<file path="config.mk">
export PLATFORM = sky130hd
export DESIGN_NAME = cta_exec
export DESIGN_NICKNAME = d
export VERILOG_FILES = /design/src/hdl/cta_pkg.sv /design/src/hdl/cta_alu.sv /design/src/hdl/cta_exec.sv
export VERILOG_INCLUDE_DIRS = /design/src /design/src/hdl
export SDC_FILE = /design/constraint.sdc
export NUM_CORES = 1
export LEC_CHECK = 0
export BUFFER_PORTS_ARGS = -buffer_cell sky130_fd_sc_hd__buf_2
export CAP_MARGIN = 20
export CORE_ASPECT_RATIO = 0.9
export CORE_MARGIN = 2
export CORE_UTILIZATION = 57
export DETAILED_ROUTE_END_ITERATION = 16
export GPL_TIMING_DRIVEN = 0
export HOLD_SLACK_MARGIN = 0.15
export PLACE_DENSITY = 0.75
export SYNTH_ARGS = -nofsm -noshare
export SYNTH_HDL_FRONTEND = slang
export SYNTH_SLANG_ARGS = --single-unit
</file>
<file path="constraint.sdc">
create_clock -name clock -period 50.2 [get_ports clock]
set_input_delay 7.53 -clock clock [delete_from_list [all_inputs] [get_ports clock]]
set_output_delay 7.53 -clock clock [all_outputs]
set_load 0.005 [all_outputs]
</file>
<file path="src/hdl/cta_map.svh">
// Named constants of the datapath
`ifndef CTA_MAP_SVH
`define CTA_MAP_SVH
// Condition code bit positions
`define CTA_FLAG_C 0
`define CTA_FLAG_V 1
`define CTA_FLAG_Z 2
`define CTA_FLAG_N 3
`define CTA_FLAG_H 4
`define CTA_CCR_RESET 5'h00
// Register file shape and byte-half select bit
`define CTA_NUM_REGS 8
`define CTA_HALF_BIT 3
`define CTA_STACK_REG 3'h7
`define CTA_REG_RESET 16'h0000
// Sign bits and half-carry taps per operand size
`define CTA_BYTE_MSB 7
`define CTA_WORD_MSB 15
`define CTA_BYTE_HBIT 4
`define CTA_WORD_HBIT 12
// Pointer steps and address-adjust constants
`define CTA_STEP_ONE 16'h0001
`define CTA_STEP_TWO 16'h0002
// Page of short absolute addresses
`define CTA_ABS8_PAGE 8'hFF
// Decimal correction
`define CTA_BCD_LO 8'h06
`define CTA_BCD_HI 8'h60
`define CTA_BCD_MAX 8'h99
`define CTA_BCD_DIGIT 4'h9
`endif

</file>
<file path="src/hdl/cta_pkg.sv">
// Types and shared helpers of the datapath
`include "cta_map.svh"
package cta_pkg;
  // Command operation
  typedef enum logic [4:0] {
    OP_MOVE = 5'h00, OP_PUSH = 5'h01, OP_POP = 5'h02, OP_ADD = 5'h03,
    OP_SUB = 5'h04, OP_ADD_CARRY = 5'h05, OP_SUB_BORROW = 5'h06, OP_INC = 5'h07,
    OP_DECREMENT = 5'h08, OP_ADDR_ADD = 5'h09, OP_ADDR_SUB = 5'h0A, OP_BCD_ADD = 5'h0B,
    OP_BCD_SUB = 5'h0C, OP_UMUL = 5'h0D, OP_UDIV = 5'h0E, OP_COMPARE = 5'h0F,
    OP_NEGATE = 5'h10, OP_AND = 5'h11, OP_OR = 5'h12, OP_XOR = 5'h13, OP_NOT = 5'h14
  } cta_op_t;
  // Operand addressing mode
  typedef enum logic [2:0] {
    MD_REG = 3'h0, MD_IND = 3'h1, MD_DISP = 3'h2, MD_ABS16 = 3'h3,
    MD_ABS8 = 3'h4, MD_IMM = 3'h5, MD_PREDEC = 3'h6, MD_POSTINC = 3'h7
  } cta_mode_t;
  // Sequencer states, one-hot
  typedef enum logic [1:0] {
    ST_IDLE = 2'b01,
    ST_MEM = 2'b10
  } cta_state_t;

  // Read a register as a word or a byte half
  function automatic logic [15:0] rd_half(input logic [15:0] w, input logic [3:0] idx,
                                          input logic word);
    if (word) begin
      return w;
    end
    return {8'h00, idx[`CTA_HALF_BIT] ? w[7:0] : w[15:8]};
  endfunction

  // Merge a result into the addressed half only
  function automatic logic [15:0] wr_half(input logic [15:0] old, input logic [15:0] nv,
                                          input logic [3:0] idx, input logic word);
    if (word) begin
      return nv;
    end
    return idx[`CTA_HALF_BIT] ? {old[15:8], nv[7:0]} : {nv[7:0], old[7:0]};
  endfunction

  // Sign of a value at the operand size
  function automatic logic sign_of(input logic [15:0] v, input logic word);
    return word ? v[`CTA_WORD_MSB] : v[`CTA_BYTE_MSB];
  endfunction

  // Zero test at the operand size
  function automatic logic is_zero(input logic [15:0] v, input logic word);
    return word ? (v == 16'h0000) : (v[7:0] == 8'h00);
  endfunction
endpackage

</file>
<file path="src/hdl/cta_alu.sv">
// Combinational ALU with flag generation
`timescale 1ns/1ns
`include "cta_map.svh"
module cta_alu (
  input wire cta_pkg::cta_op_t op,
  input wire logic word,
  input wire logic [15:0] a,
  input wire logic [15:0] b,
  input wire logic [4:0] flags_i,
  output logic [15:0] res,
  output logic [4:0] flags_o,
  output logic flags_we
);
  logic cin;
  logic is_sub;
  logic [16:0] sum;
  logic [15:0] hx;
  logic sa;
  logic sb;
  logic sr;
  logic [7:0] adj;
  logic bcd_c;
  logic [15:0] quo;
  logic [15:0] rem;

  // Carry or borrow enters only the carry-inclusive forms
  assign cin = ((op == cta_pkg::OP_ADD_CARRY) || (op == cta_pkg::OP_SUB_BORROW))
               & flags_i[`CTA_FLAG_C];
  assign is_sub = op inside {cta_pkg::OP_SUB, cta_pkg::OP_SUB_BORROW, cta_pkg::OP_DECREMENT,
                             cta_pkg::OP_ADDR_SUB, cta_pkg::OP_COMPARE, cta_pkg::OP_NEGATE};
  // Byte operands arrive zero-extended, so bit 8 is the byte carry or borrow
  assign sum = is_sub ? ({1'b0, a} - {1'b0, b} - {16'h0000, cin})
                      : ({1'b0, a} + {1'b0, b} + {16'h0000, cin});
  assign hx = a ^ b ^ sum[15:0];
  assign sa = cta_pkg::sign_of(a, word);
  assign sb = cta_pkg::sign_of(b, word);
  assign sr = cta_pkg::sign_of(sum[15:0], word);
  // A zero divisor is caught where the result is picked
  assign quo = a / {8'h00, b[7:0]};
  assign rem = a % {8'h00, b[7:0]};

  // Decimal correction from carry, half-carry and digits
  always_comb begin
    adj = 8'h00;
    bcd_c = flags_i[`CTA_FLAG_C];
    if (op == cta_pkg::OP_BCD_ADD) begin
      if (flags_i[`CTA_FLAG_C] || (a[7:0] > `CTA_BCD_MAX)) begin
        adj = `CTA_BCD_HI;
        bcd_c = 1'b1;
      end
      if (flags_i[`CTA_FLAG_H] || (a[3:0] > `CTA_BCD_DIGIT)) begin
        adj = adj | `CTA_BCD_LO;
      end
    end else begin
      if (flags_i[`CTA_FLAG_C]) begin
        adj = `CTA_BCD_HI;
      end
      if (flags_i[`CTA_FLAG_H]) begin
        adj = adj | `CTA_BCD_LO;
      end
    end
  end

  // Result and flags per operation
  always_comb begin
    res = b;
    flags_o = flags_i;
    flags_we = 1'b1;
    case (op)
      cta_pkg::OP_ADD, cta_pkg::OP_SUB, cta_pkg::OP_ADD_CARRY, cta_pkg::OP_SUB_BORROW,
      cta_pkg::OP_COMPARE, cta_pkg::OP_NEGATE, cta_pkg::OP_INC, cta_pkg::OP_DECREMENT: begin
        res = sum[15:0];
        flags_o[`CTA_FLAG_N] = sr;
        flags_o[`CTA_FLAG_Z] = cta_pkg::is_zero(sum[15:0], word);
        flags_o[`CTA_FLAG_V] = (sr != sa) && ((sa != sb) == is_sub);
        // Increment and decrement keep carry so multi-byte loops stay intact
        if ((op != cta_pkg::OP_INC) && (op != cta_pkg::OP_DECREMENT)) begin
          flags_o[`CTA_FLAG_C] = word ? sum[16] : sum[8];
          flags_o[`CTA_FLAG_H] = word ? hx[`CTA_WORD_HBIT] : hx[`CTA_BYTE_HBIT];
        end
      end
      cta_pkg::OP_ADDR_ADD, cta_pkg::OP_ADDR_SUB: begin
        res = sum[15:0];
        flags_we = 1'b0;
      end
      cta_pkg::OP_BCD_ADD, cta_pkg::OP_BCD_SUB: begin
        res = {8'h00, (op == cta_pkg::OP_BCD_ADD) ? a[7:0] + adj : a[7:0] - adj};
        flags_o[`CTA_FLAG_N] = cta_pkg::sign_of(res, 1'b0);
        flags_o[`CTA_FLAG_Z] = cta_pkg::is_zero(res, 1'b0);
        flags_o[`CTA_FLAG_C] = bcd_c;
      end
      cta_pkg::OP_UMUL: begin
        res = 16'({8'h00, a[7:0]} * {8'h00, b[7:0]});
        flags_we = 1'b0;
      end
      cta_pkg::OP_UDIV: begin
        res = (b[7:0] == 8'h00) ? a : {rem[7:0], quo[7:0]};
        flags_o[`CTA_FLAG_N] = b[`CTA_BYTE_MSB];
        flags_o[`CTA_FLAG_Z] = (b[7:0] == 8'h00);
      end
      cta_pkg::OP_AND, cta_pkg::OP_OR, cta_pkg::OP_XOR, cta_pkg::OP_NOT: begin
        case (op)
          cta_pkg::OP_AND: res = a & b;
          cta_pkg::OP_OR: res = a | b;
          cta_pkg::OP_XOR: res = a ^ b;
          default: res = ~a;
        endcase
        flags_o[`CTA_FLAG_N] = cta_pkg::sign_of(res, word);
        flags_o[`CTA_FLAG_Z] = cta_pkg::is_zero(res, word);
        flags_o[`CTA_FLAG_V] = 1'b0;
      end
      default: begin
        flags_o[`CTA_FLAG_N] = cta_pkg::sign_of(b, word);
        flags_o[`CTA_FLAG_Z] = cta_pkg::is_zero(b, word);
        flags_o[`CTA_FLAG_V] = 1'b0;
      end
    endcase
  end
endmodule

</file>
<file path="src/hdl/cta_exec.sv">
// Execution datapath: transfer, arithmetic and logic
`timescale 1ns/1ns
`include "cta_map.svh"
// How it works
// - Move byte or word among registers, memory, immediate
// - Word moves accept all seven listed modes
// - Short absolute mode allowed for byte moves
// - Pop reads word at stack, then advances
// - Push lowers stack pointer, then stores word
// - Add or subtract registers; immediate only for add
// - Word add and subtract only between registers
// - Carry-inclusive add and subtract are byte only
// - Increment or decrement a byte by one
// - Address adjust adds or subtracts one or two
// - Decimal adjust corrects byte using condition flags
// - Byte times byte gives full word product
// - Word divided by byte: quotient and remainder
// - Compare subtracts, updates flags, keeps registers
// - Word compare only between two registers
// - Negate replaces byte with zero minus it
// - Bitwise and with register or immediate
// - Bitwise or with register or immediate
// - Bitwise exclusive or with register or immediate
// - Complement inverts every bit of a byte register
// - Pre-decrement lowers pointer by size, keeps it
// - Odd word address accesses the preceding even word
// - Flags negative, zero, overflow, carry follow results
module cta_exec (
  input wire logic clock,
  input wire logic sys_rst,
  input wire logic op_valid,
  output logic op_ready,
  input wire cta_pkg::cta_op_t op_code,
  input wire logic op_word,
  input wire cta_pkg::cta_mode_t op_mode,
  input wire logic op_store,
  input wire logic [3:0] op_dst,
  input wire logic [3:0] op_src,
  input wire logic [2:0] op_ptr,
  input wire logic [15:0] op_imm,
  output logic op_done,
  output logic op_illegal,
  output logic mem_req,
  output logic mem_we,
  output logic mem_byte,
  output logic [15:0] mem_addr,
  output logic [15:0] mem_wdata,
  input wire logic [15:0] mem_rdata,
  input wire logic mem_ack,
  output logic [4:0] cond_code,
  input wire logic [2:0] peek_idx,
  output logic [15:0] peek_data
);
  // ********************************************************************
  // Storage
  // ********************************************************************
  logic [15:0] regs_q [0:`CTA_NUM_REGS-1];
  logic [4:0] ccr_q;
  cta_pkg::cta_state_t state_q;
  logic [15:0] addr_q;
  logic [15:0] wdata_q;
  logic we_q;
  logic byte_q;
  logic [3:0] pend_idx_q;
  logic done_q;
  logic illegal_q;
  logic [15:0] peek_q;

  // ********************************************************************
  // Decode
  // ********************************************************************
  cta_pkg::cta_mode_t mode;
  logic store;
  logic [2:0] ptr;
  logic [3:0] src_idx;
  logic [3:0] dst_idx;
  logic dst_w;
  logic src_w;
  logic is_mem;
  logic illegal;
  logic byte_only;
  logic issue;
  logic [15:0] alu_a;
  logic [15:0] alu_b;
  logic [15:0] alu_res;
  logic [4:0] alu_flags;
  logic alu_flags_we;
  logic [15:0] base;
  logic [15:0] step;
  logic [15:0] ea;
  logic ptr_we;
  logic [15:0] ptr_val;
  logic wr_en;
  logic [15:0] st_data;
  logic ack_load;
  logic [15:0] ld_data;

  // Stack operations are word moves through register 7
  always_comb begin
    mode = op_mode;
    store = op_store;
    ptr = op_ptr;
    src_idx = op_src;
    dst_idx = op_dst;
    if (op_code == cta_pkg::OP_PUSH) begin
      mode = cta_pkg::MD_PREDEC;
      store = 1'b1;
      ptr = `CTA_STACK_REG;
    end else if (op_code == cta_pkg::OP_POP) begin
      mode = cta_pkg::MD_POSTINC;
      store = 1'b0;
      ptr = `CTA_STACK_REG;
    end
  end

  // Operand width: some operations have a fixed size
  always_comb begin
    case (op_code)
      cta_pkg::OP_PUSH, cta_pkg::OP_POP, cta_pkg::OP_ADDR_ADD, cta_pkg::OP_ADDR_SUB,
      cta_pkg::OP_UMUL, cta_pkg::OP_UDIV: dst_w = 1'b1;
      cta_pkg::OP_MOVE, cta_pkg::OP_ADD, cta_pkg::OP_SUB, cta_pkg::OP_COMPARE: dst_w = op_word;
      default: dst_w = 1'b0;
    endcase
    // Multiply and divide read a byte source
    src_w = dst_w && (op_code != cta_pkg::OP_UMUL) && (op_code != cta_pkg::OP_UDIV);
    byte_only = op_code inside {cta_pkg::OP_ADD_CARRY, cta_pkg::OP_SUB_BORROW,
                                cta_pkg::OP_INC, cta_pkg::OP_DECREMENT, cta_pkg::OP_BCD_ADD,
                                cta_pkg::OP_BCD_SUB, cta_pkg::OP_NEGATE, cta_pkg::OP_AND,
                                cta_pkg::OP_OR, cta_pkg::OP_XOR, cta_pkg::OP_NOT};
  end

  // Memory operand and refused forms
  always_comb begin
    is_mem = ((op_code == cta_pkg::OP_MOVE) || (op_code == cta_pkg::OP_PUSH) ||
              (op_code == cta_pkg::OP_POP)) &&
             (mode != cta_pkg::MD_REG) && (mode != cta_pkg::MD_IMM);
    illegal = 1'b0;
    if ((op_code == cta_pkg::OP_MOVE) && op_word && (mode == cta_pkg::MD_ABS8)) begin
      illegal = 1'b1;
    end else if ((op_code == cta_pkg::OP_MOVE) && store && (mode == cta_pkg::MD_IMM)) begin
      illegal = 1'b1;
    end else if ((op_code == cta_pkg::OP_SUB) && (mode == cta_pkg::MD_IMM)) begin
      illegal = 1'b1;
    end else if ((op_code == cta_pkg::OP_ADD) && op_word && (mode == cta_pkg::MD_IMM)) begin
      illegal = 1'b1;
    end else if ((op_code == cta_pkg::OP_COMPARE) && op_word && (mode == cta_pkg::MD_IMM)) begin
      illegal = 1'b1;
    end else if (byte_only && op_word) begin
      illegal = 1'b1;
    end else if (!is_mem && (mode != cta_pkg::MD_REG) && (mode != cta_pkg::MD_IMM) &&
                 (op_code != cta_pkg::OP_PUSH) && (op_code != cta_pkg::OP_POP)) begin
      illegal = 1'b1;
    end else if (op_code > cta_pkg::OP_NOT) begin
      illegal = 1'b1;
    end
  end

  // ********************************************************************
  // Operand selection
  // ********************************************************************
  // Immediate data serves the immediate forms and picks the address-adjust step
  always_comb begin
    alu_a = cta_pkg::rd_half(regs_q[dst_idx[2:0]], dst_idx, dst_w);
    if (mode == cta_pkg::MD_IMM) begin
      alu_b = dst_w ? op_imm : {8'h00, op_imm[7:0]};
    end else begin
      alu_b = cta_pkg::rd_half(regs_q[src_idx[2:0]], src_idx, src_w);
    end
    case (op_code)
      cta_pkg::OP_INC, cta_pkg::OP_DECREMENT: alu_b = `CTA_STEP_ONE;
      cta_pkg::OP_ADDR_ADD, cta_pkg::OP_ADDR_SUB: begin
        alu_b = op_imm[1] ? `CTA_STEP_TWO : `CTA_STEP_ONE;
      end
      cta_pkg::OP_NEGATE: begin
        alu_a = 16'h0000;
        alu_b = cta_pkg::rd_half(regs_q[dst_idx[2:0]], dst_idx, 1'b0);
      end
      default: alu_b = alu_b;
    endcase
  end

  cta_alu u_alu (
    .op(op_code),
    .word(dst_w),
    .a(alu_a),
    .b(alu_b),
    .flags_i(ccr_q),
    .res(alu_res),
    .flags_o(alu_flags),
    .flags_we(alu_flags_we)
  );

  // ********************************************************************
  // Effective address
  // ********************************************************************
  // Pointer moves by the operand size; the reduced value is the address
  always_comb begin
    base = regs_q[ptr];
    step = dst_w ? `CTA_STEP_TWO : `CTA_STEP_ONE;
    ptr_we = 1'b0;
    ptr_val = base;
    case (mode)
      cta_pkg::MD_DISP: ea = base + op_imm;
      cta_pkg::MD_ABS16: ea = op_imm;
      cta_pkg::MD_ABS8: ea = {`CTA_ABS8_PAGE, op_imm[7:0]};
      cta_pkg::MD_PREDEC: begin
        ea = base - step;
        ptr_we = 1'b1;
        ptr_val = base - step;
      end
      cta_pkg::MD_POSTINC: begin
        ea = base;
        ptr_we = 1'b1;
        ptr_val = base + step;
      end
      default: ea = base;
    endcase
    // Word accesses never straddle: the low address bit is dropped
    if (dst_w) begin
      ea[0] = 1'b0;
    end
    st_data = cta_pkg::rd_half(regs_q[src_idx[2:0]], src_idx, dst_w);
  end

  // ********************************************************************
  // Sequencing
  // ********************************************************************
  assign op_ready = (state_q == cta_pkg::ST_IDLE);
  assign issue = op_valid && op_ready && !illegal;
  // Compare and memory moves write no result register at issue
  assign wr_en = issue && !is_mem && (op_code != cta_pkg::OP_COMPARE);
  assign ack_load = (state_q == cta_pkg::ST_MEM) && mem_ack && !we_q;
  assign ld_data = byte_q ? {8'h00, mem_rdata[7:0]} : mem_rdata;

  // Memory operations hold the bus until acknowledged
  always_ff @(posedge clock) begin
    if (sys_rst) begin
      state_q <= cta_pkg::ST_IDLE;
    end else begin
      case (state_q)
        cta_pkg::ST_IDLE: begin
          if (issue && is_mem) begin
            state_q <= cta_pkg::ST_MEM;
          end
        end
        cta_pkg::ST_MEM: begin
          if (mem_ack) begin
            state_q <= cta_pkg::ST_IDLE;
          end
        end
        default: state_q <= cta_pkg::ST_IDLE;
      endcase
    end
  end

  // Bus request fields, captured at issue
  always_ff @(posedge clock) begin
    if (sys_rst) begin
      addr_q <= 16'h0000;
      wdata_q <= 16'h0000;
      we_q <= 1'b0;
      byte_q <= 1'b0;
      pend_idx_q <= 4'h0;
    end else if (issue && is_mem) begin
      addr_q <= ea;
      wdata_q <= st_data;
      we_q <= store;
      byte_q <= !dst_w;
      pend_idx_q <= dst_idx;
    end
  end

  // Register file: pointer update and results at issue, loaded data at ack
  always_ff @(posedge clock) begin
    if (sys_rst) begin
      for (int i = 0; i < `CTA_NUM_REGS; i++) begin
        regs_q[i] <= `CTA_REG_RESET;
      end
    end else begin
      if (issue && is_mem && ptr_we) begin
        regs_q[ptr] <= ptr_val;
      end
      if (wr_en) begin
        regs_q[dst_idx[2:0]] <= cta_pkg::wr_half(regs_q[dst_idx[2:0]], alu_res, dst_idx,
                                                 dst_w);
      end
      if (ack_load) begin
        regs_q[pend_idx_q[2:0]] <= cta_pkg::wr_half(regs_q[pend_idx_q[2:0]], ld_data,
                                                    pend_idx_q, !byte_q);
      end
    end
  end

  // Flags follow ALU results and finished memory moves
  always_ff @(posedge clock) begin
    if (sys_rst) begin
      ccr_q <= `CTA_CCR_RESET;
    end else if (issue && !is_mem && alu_flags_we) begin
      ccr_q <= alu_flags;
    end else if ((state_q == cta_pkg::ST_MEM) && mem_ack) begin
      ccr_q[`CTA_FLAG_N] <= cta_pkg::sign_of(we_q ? wdata_q : ld_data, !byte_q);
      ccr_q[`CTA_FLAG_Z] <= cta_pkg::is_zero(we_q ? wdata_q : ld_data, !byte_q);
      ccr_q[`CTA_FLAG_V] <= 1'b0;
    end
  end

  // Completion and refusal pulses, one cycle each
  always_ff @(posedge clock) begin
    if (sys_rst) begin
      done_q <= 1'b0;
      illegal_q <= 1'b0;
    end else begin
      done_q <= (issue && !is_mem) || ((state_q == cta_pkg::ST_MEM) && mem_ack);
      illegal_q <= op_valid && op_ready && illegal;
    end
  end

  // Peek port, one cycle behind the index
  always_ff @(posedge clock) begin
    if (sys_rst) begin
      peek_q <= `CTA_REG_RESET;
    end else begin
      peek_q <= regs_q[peek_idx];
    end
  end

  // ********************************************************************
  // Outputs
  // ********************************************************************
  assign mem_req = (state_q == cta_pkg::ST_MEM);
  assign mem_we = we_q;
  assign mem_byte = byte_q;
  assign mem_addr = addr_q;
  // Byte stores travel in the low lane
  assign mem_wdata = wdata_q;
  assign op_done = done_q;
  assign op_illegal = illegal_q;
  assign cond_code = ccr_q;
  assign peek_data = peek_q;
endmodule

</file>
# == Word-level counts from Yosys, hierarchy flattened ==
# Memories as Yosys holds them, arrays and structs flattened. A register that Yosys moved wholly into a read port is not among the register bits.
# Cells that the tools add are included.
# classes
addsub,9
multipliers,1
div,2
n_lt_le_gt_ge,3
eq_ne,48
mux,107
bitwise,6
reduce_logical,76
# op_table
cell,n
$mux W16,26
$pmux W16 S3,2
$pmux W16 S5,1
$logic_not A16 Y1,4
$pmux W16 S4,1
$mux W1,48
$reduce_or A16 Y1,3
$eq A5 B4 Y1 const B,8
$logic_not A8 Y1,5
$mux W3,11
$pmux W16 S2,1
$logic_and A1 B1 Y1,30
$eq A5 B5 Y1 const B,5
$mux W8,3
$mux W7,3
$eq A5 B3 Y1 const B,4
$ne A5 B4 Y1 const B,4
$add A16 B16 Y17,1
$add A17 B1 Y17,1
$mux W17,1
$sub A16 B16 Y17,1
$sub A17 B1 Y17,1
$add A16 B16 Y16,1
$add A16 B2 Y16,1
50 further kinds,86
# word_totals
regBits,47
mem_bits_rw,128
output_inout_bits,59
word_cells,265
mem_count,1
# mem_list
name,words,word_bits,read_ports,rd_ports_with_merged_regs,write_ports,line,text
regs_q,8,16,4,1,8,cta_exec.sv:57,logic [15:0] regs_q [0:`CTA_NUM_REGS-1];

# == Logic depth before layout (Yosys ltp) ==
# depth
depth_word,29
depth_mapped,181
ltp_nobuf,169

# == Hierarchy ==
# A second synthesis with hierarchy kept.
# hier_totals
hier_cells,3146
area_unflattened_um2,26116.3
# by_module_without_submodules
mod,n_inst,cells_each,area_per_inst_um2,seq_area_each_um2
cta_exec,1,1506,14450.1,5104.9
cta_alu,1,1640,11666.2,0.0

# == Least setup slack after synthesis ==
# Ideal clock, no wire load.
# synth_path
kind,input -> register
start,in op_src[1]
end,"mem regs_q[0][9], data pin"
setup_time_ps,266
t_arrival_ps,41529
t_required_ps,49934
slack_ps,8405
cell_stages,171
path_cell_list,buf_2 > buf_2 > clkbuf_1 > mux4_2 > mux2_2 > mux2i_1 > o211a_1 > clkbuf_1 > inv_1 > nor2_1 > a21oi_1 > ha_1 > o21ai_0 > nor2b_1 > o21ai_0 > o31ai_1 > ha_1 > o21a_1 > (+135 left out) > and3_1 > nand3_1 > mux2_2 > ha_1 > nor2b_1 > o21ai_0 > nand2b_1 > a21o_1 > a21o_1 > o21ai_0 > nand2b_1 > a21oi_1 > and4b_1 > o211ai_1 > a21oi_1 > o2111ai_1 > a32oi_2 > nor2_1
# synth_rtl
element,line,text
"start, declared",cta_exec.sv:38,"input wire logic [3:0] op_src,"
"end, declared",cta_exec.sv:57,

==> results.rst <==
.. list-table::
   :header-rows: 1

   * - Metric
     - Value
   * - I/O pin cnt
     - 119
   * - Setup-violating endpoint count in the final report
     - 0
   * - Initial detailed-routing violation count
     - 3634
   * - Setup TNS
     - 0 ps
   * - Nets in the synthesized netlist
     - 3499
   * - Most used DFF post-synth
     - sky130_fd_sc_hd__edfxtp_1
   * - Final worst clock skew
     - 19.9 ps
   * - Combined area of the multi-input logic cells
     - slightly below 20000 um2
   * - Crit path kind
     - input port to flip-flop
   * - Flop and latch count out of synthesis
     - 191
   * - Worst setup path endpoint
     - regs_q[0][9]$_SDFFCE_PN0P_
   * - Synthesized instance count
     - 3169
   * - Number of antenna violations at the first check in global routing
     - 1
   * - Startpoint of the worst register-to-register path
     - regs_q[7][12]$_SDFFCE_PN0P_
   * - Synth-to-Final Area Change
     - 9.50%
   * - Endpoint class of the critical path
     - flip-flop
   * - Share of synthesized registers carrying an async set or reset
     - 0%
   * - Total of max-cap violations
     - 0
   * - Worst reg-to-reg setup slack
     - between 9000 and 10000 ps
   * - Floorplan die width
     - 229 um
   * - Cells taking the most area after synthesis
     - sky130_fd_sc_hd__edfxtp_1, sky130_fd_sc_hd__ha_1, sky130_fd_sc_hd__mux4_2
   * - Starting density of the core
     - between 50% and 60%
   * - H-tree levels
     - 4
   * - Period minus WS final
     - ~48000 ps
   * - End of the worst register-to-register path
     - regs_q[0][9]$_SDFFCE_PN0P_
   * - Number of rows in the core area
     - 74
   * - Seq. cell area
     - 5100 um2
   * - Number of vias in the routed layout
     - roughly 28000
   * - Number of remaining DRC errors
     - 0
   * - Length of the first detailed-routing pass in iterations
     - 6
   * - NumNets Final
     - 3667
   * - Fmax
     - between 20 and 25 MHz
   * - Number of buffers created by CTS
     - 17
   * - Critical Path Start
     - op_dst[0]
   * - Dpl cell area
     - 27400 um2
   * - Layout cell share with drive strength beyond 1
     - 13.7%
   * - Depth of the most critical reg-to-reg path
     - 174
   * - Bufs on Longest Clock Path
     - 2
   * - Result of the run
     - finished, final reports clean
   * - Largest net degree at the start of global routing
     - 27
   * - Number of warning messages in the yosys log
     - 0
   * - Hold Vio Cnt, Final
     - 0
   * - Post-synth top area share
     - between 10% and 20%
   * - Area of the core
     - 45200 um2
   * - Global-route wire length before repair
     - 164 mm
   * - Worst setup SP type
     - input port
   * - Port Buffers
     - 101
   * - Avg Inst Size Synth
     - about 8.2 um2
   * - CTS tree
     - done
   * - Number of synthesized flops with an enable pin
     - 128
   * - Number of clock sinks
     - 191
   * - Global-route usage over all layers
     - 46.1%
   * - Last weighted congestion value of the routability-driven placer
     - 1.06
   * - Via count of the first global-routing pass
     - roughly 27000
   * - Period utilization
     - 94.8%
   * - Synth area leader
     - sky130_fd_sc_hd__edfxtp_1
   * - Total grt overflow
     - 0
   * - Clock-pin slew reported for the worst setup and hold paths after clock tree synthesis
     - about 80 ps
   * - Unique cell type count in the Yosys netlist
     - ~120
   * - Maximum fanout encountered on the critical timing path
     - 10
   * - Cell area after layout
     - 28400 um2
   * - Arrival time of data at the critical path endpoint
     - about 48000 ps
   * - Max stage delay cell, worst path
     - sky130_fd_sc_hd__mux4_2
   * - Slew at the pin closest to its max-slew limit
     - approximately 1100 ps
   * - Area of the die
     - between 40000 and 50000 um2
   * - Via density per instance
     - ~7
   * - Seq/Total Area, Yosys
     - 19.7%
   * - Crit-path max cell delay
     - 540 ps
   * - Clock network latency to the later pin of the worst-skew pair
     - around 480 ps
   * - Remaining antenna violation count after routing
     - 0
   * - Most frequent cell on the critical path
     - sky130_fd_sc_hd__o21a_1
   * - Max Slew Vio Count
     - 0
   * - Per-cell routed wire length
     - 28.1 um
   * - Worst slew margin
     - between 20% and 30%
   * - Total Routed Length
     - 111 mm
   * - Detailed placement HPWL
     - 86.6 mm
   * - Worst endpoint required time
     - 50400 ps
   * - Syn Std Cell Area
     - roughly 26000 um2
   * - Root Buffer Master
     - sky130_fd_sc_hd__clkbuf_16
   * - Quantity of hold-fixing buffers added after cts
     - 0
   * - Die Span Y
     - 207 um
   * - Worst hold-check path type
     - flip-flop to flip-flop
   * - FILL cells
     - 3910
==> sequential cells by signal (all words and copies together) (netlist names) <==
signal and flops:
pend_idx_q 4, mem_addr 16, op_illegal 1, mem_byte 1, cond_code 5, mem_we 1, op_done 1, state_q 2
peek_data 16, regs_q 128, mem_wdata 16
==> repair_timing <==
| action | CTS | global route |
|---|---|---|
| setup endpoints to repair | 0 | 72 |
| setup buffers | 0 | 22 |
| gates resized for setup | 0 | 48 |
==> worst min path at each step <==
stage	from	to	slack, ps	depth (start not counted)
6_report	mem_addr[13]$_SDFFE_PP0P_	mem_addr[13]$_SDFFE_PP0P_	460	2
5_1_grt	mem_addr[8]$_SDFFE_PP0P_	mem_addr[8]$_SDFFE_PP0P_	480	2
4_1_cts	mem_addr[8]$_SDFFE_PP0P_	mem_addr[8]$_SDFFE_PP0P_	460	2
3_5_place_dp	mem_addr[8]$_SDFFE_PP0P_	mem_addr[8]$_SDFFE_PP0P_	450	2
3_3_place_gp	mem_addr[3]$_SDFFE_PP0P_	mem_addr[3]$_SDFFE_PP0P_	440	2
2_1_floorplan	pend_idx_q[0]$_SDFFE_PP0P_	pend_idx_q[0]$_SDFFE_PP0P_	450	2
==> layout make-up <==
class | count | area share [%]
Inverter | 170 | 2.28
Clock buffer | 17 | 1.50
Timing Repair Buffer | 147 | 3.19
Timing Repair inverter | 1 | 0.0176
Sequential cell | 191 | 17.9
Buffer | 176 | 2.60
Multi-Input combinational cell | 2633 | 69.2
Clock inverter | 15 | 0.589
Antenna cell | 1 | 0.00880
Tap cell | 608 | 2.67
==> kinds of logic after synthesis <==
group,after synthesis,share of synthesized area [%]
AND/OR/NAND/NOR,1085,19.6
AO/OA/AOI/OAI,956,24.8
buffers and inverters,346,5.21
adder cells (fa/ha/maj),270,14.3
flip-flops,191,19.7
XOR/XNOR,101,3.41
multiplexers,220,13.0
==> worst max-delay path: cells and delay by family <==
kind / cells / cell delay [ps]
buf+inv: 17 / 4220
simple gates: 44 / 9080
fa+ha+maj: 16 / 4680
compound gates: 93 / 19960
mux: 6 / 2180
==> Yosys cell counts, types with 30 or more instances <==
cell                       count
sky130_fd_sc_hd__mux2i_1      70
sky130_fd_sc_hd__a21oi_1     235
sky130_fd_sc_hd__nand3_1      45
sky130_fd_sc_hd__xor2_1       33
sky130_fd_sc_hd__mux4_2       87
sky130_fd_sc_hd__fa_1         45
sky130_fd_sc_hd__a211oi_1     56
sky130_fd_sc_hd__dfxtp_1      63
sky130_fd_sc_hd__o21a_1       60
sky130_fd_sc_hd__nor2b_1      63
sky130_fd_sc_hd__clkbuf_1    123
sky130_fd_sc_hd__mux2_2       61
sky130_fd_sc_hd__o221ai_1     35
sky130_fd_sc_hd__inv_1       164
sky130_fd_sc_hd__nor3_1      111
sky130_fd_sc_hd__ha_1        225
sky130_fd_sc_hd__nor2_1      401
sky130_fd_sc_hd__a31oi_1      30
sky130_fd_sc_hd__a21o_1       30
sky130_fd_sc_hd__edfxtp_1    128
sky130_fd_sc_hd__o31ai_1      50
sky130_fd_sc_hd__nand2b_1     52
sky130_fd_sc_hd__nand2_1     262
sky130_fd_sc_hd__xnor2_1      68
sky130_fd_sc_hd__o21ai_0     190
==> per-stage QoR <==
step | hold WS, ps | std cells | setup slack, ps | utilization, %
floorplan | 450 | 3169 | 8410 | -
global placement | 442 | 3878 | 727 | 60.3
detailed placement | 446 | 3896 | 457 | 60.7
CTS | 457 | 3928 | 809 | 62.0
global route | 475 | 3958 | -37.0 | 62.9
finish | 458 | 3959 | 2610 | 63.0
==> per-layer routing <==
metal,vias to the layer above,share of wire [%],global-route usage (%)
li1,12200,-,-
met5,-,0,0
met3,530,10,9.34
met4,0,8.9,35.9
met2,1905,45,75.4
met1,13300,36,53.4
==> cells in the final DEF, fill, tap and decap left out, types with 19 or more instances in the layout <==
cell type                    n
sky130_fd_sc_hd__nor2_1    401
sky130_fd_sc_hd__nand2_1   262
sky130_fd_sc_hd__a21oi_1   234
sky130_fd_sc_hd__ha_1      225
sky130_fd_sc_hd__o21ai_0   188
sky130_fd_sc_hd__inv_1     162
sky130_fd_sc_hd__buf_2     131
sky130_fd_sc_hd__edfxtp_1  128
sky130_fd_sc_hd__clkbuf_1  117
sky130_fd_sc_hd__nor3_1    109
sky130_fd_sc_hd__mux4_2     87
sky130_fd_sc_hd__xnor2_1    68
sky130_fd_sc_hd__mux2i_1    65
sky130_fd_sc_hd__dfxtp_1    63
sky130_fd_sc_hd__nor2b_1    61
sky130_fd_sc_hd__mux2_2     61
sky130_fd_sc_hd__o21a_1     60
sky130_fd_sc_hd__a211oi_1   56
sky130_fd_sc_hd__nand2b_1   52
sky130_fd_sc_hd__nand3_1    45
sky130_fd_sc_hd__fa_1       45
sky130_fd_sc_hd__o31ai_1    44
sky130_fd_sc_hd__o221ai_1   35
sky130_fd_sc_hd__xor2_1     33
sky130_fd_sc_hd__a21o_1     30
sky130_fd_sc_hd__buf_4      29
sky130_fd_sc_hd__o211ai_1   28
sky130_fd_sc_hd__a31oi_1    27
sky130_fd_sc_hd__and2_1     25
sky130_fd_sc_hd__a221oi_1   25
sky130_fd_sc_hd__o21bai_1   25
sky130_fd_sc_hd__or3_1      24
sky130_fd_sc_hd__buf_1      23
sky130_fd_sc_hd__o22ai_1    23
sky130_fd_sc_hd__a22oi_1    19
Power is not shown: default switching activity piles up to over one toggle a cycle in this logic, so the estimate is an artifact.
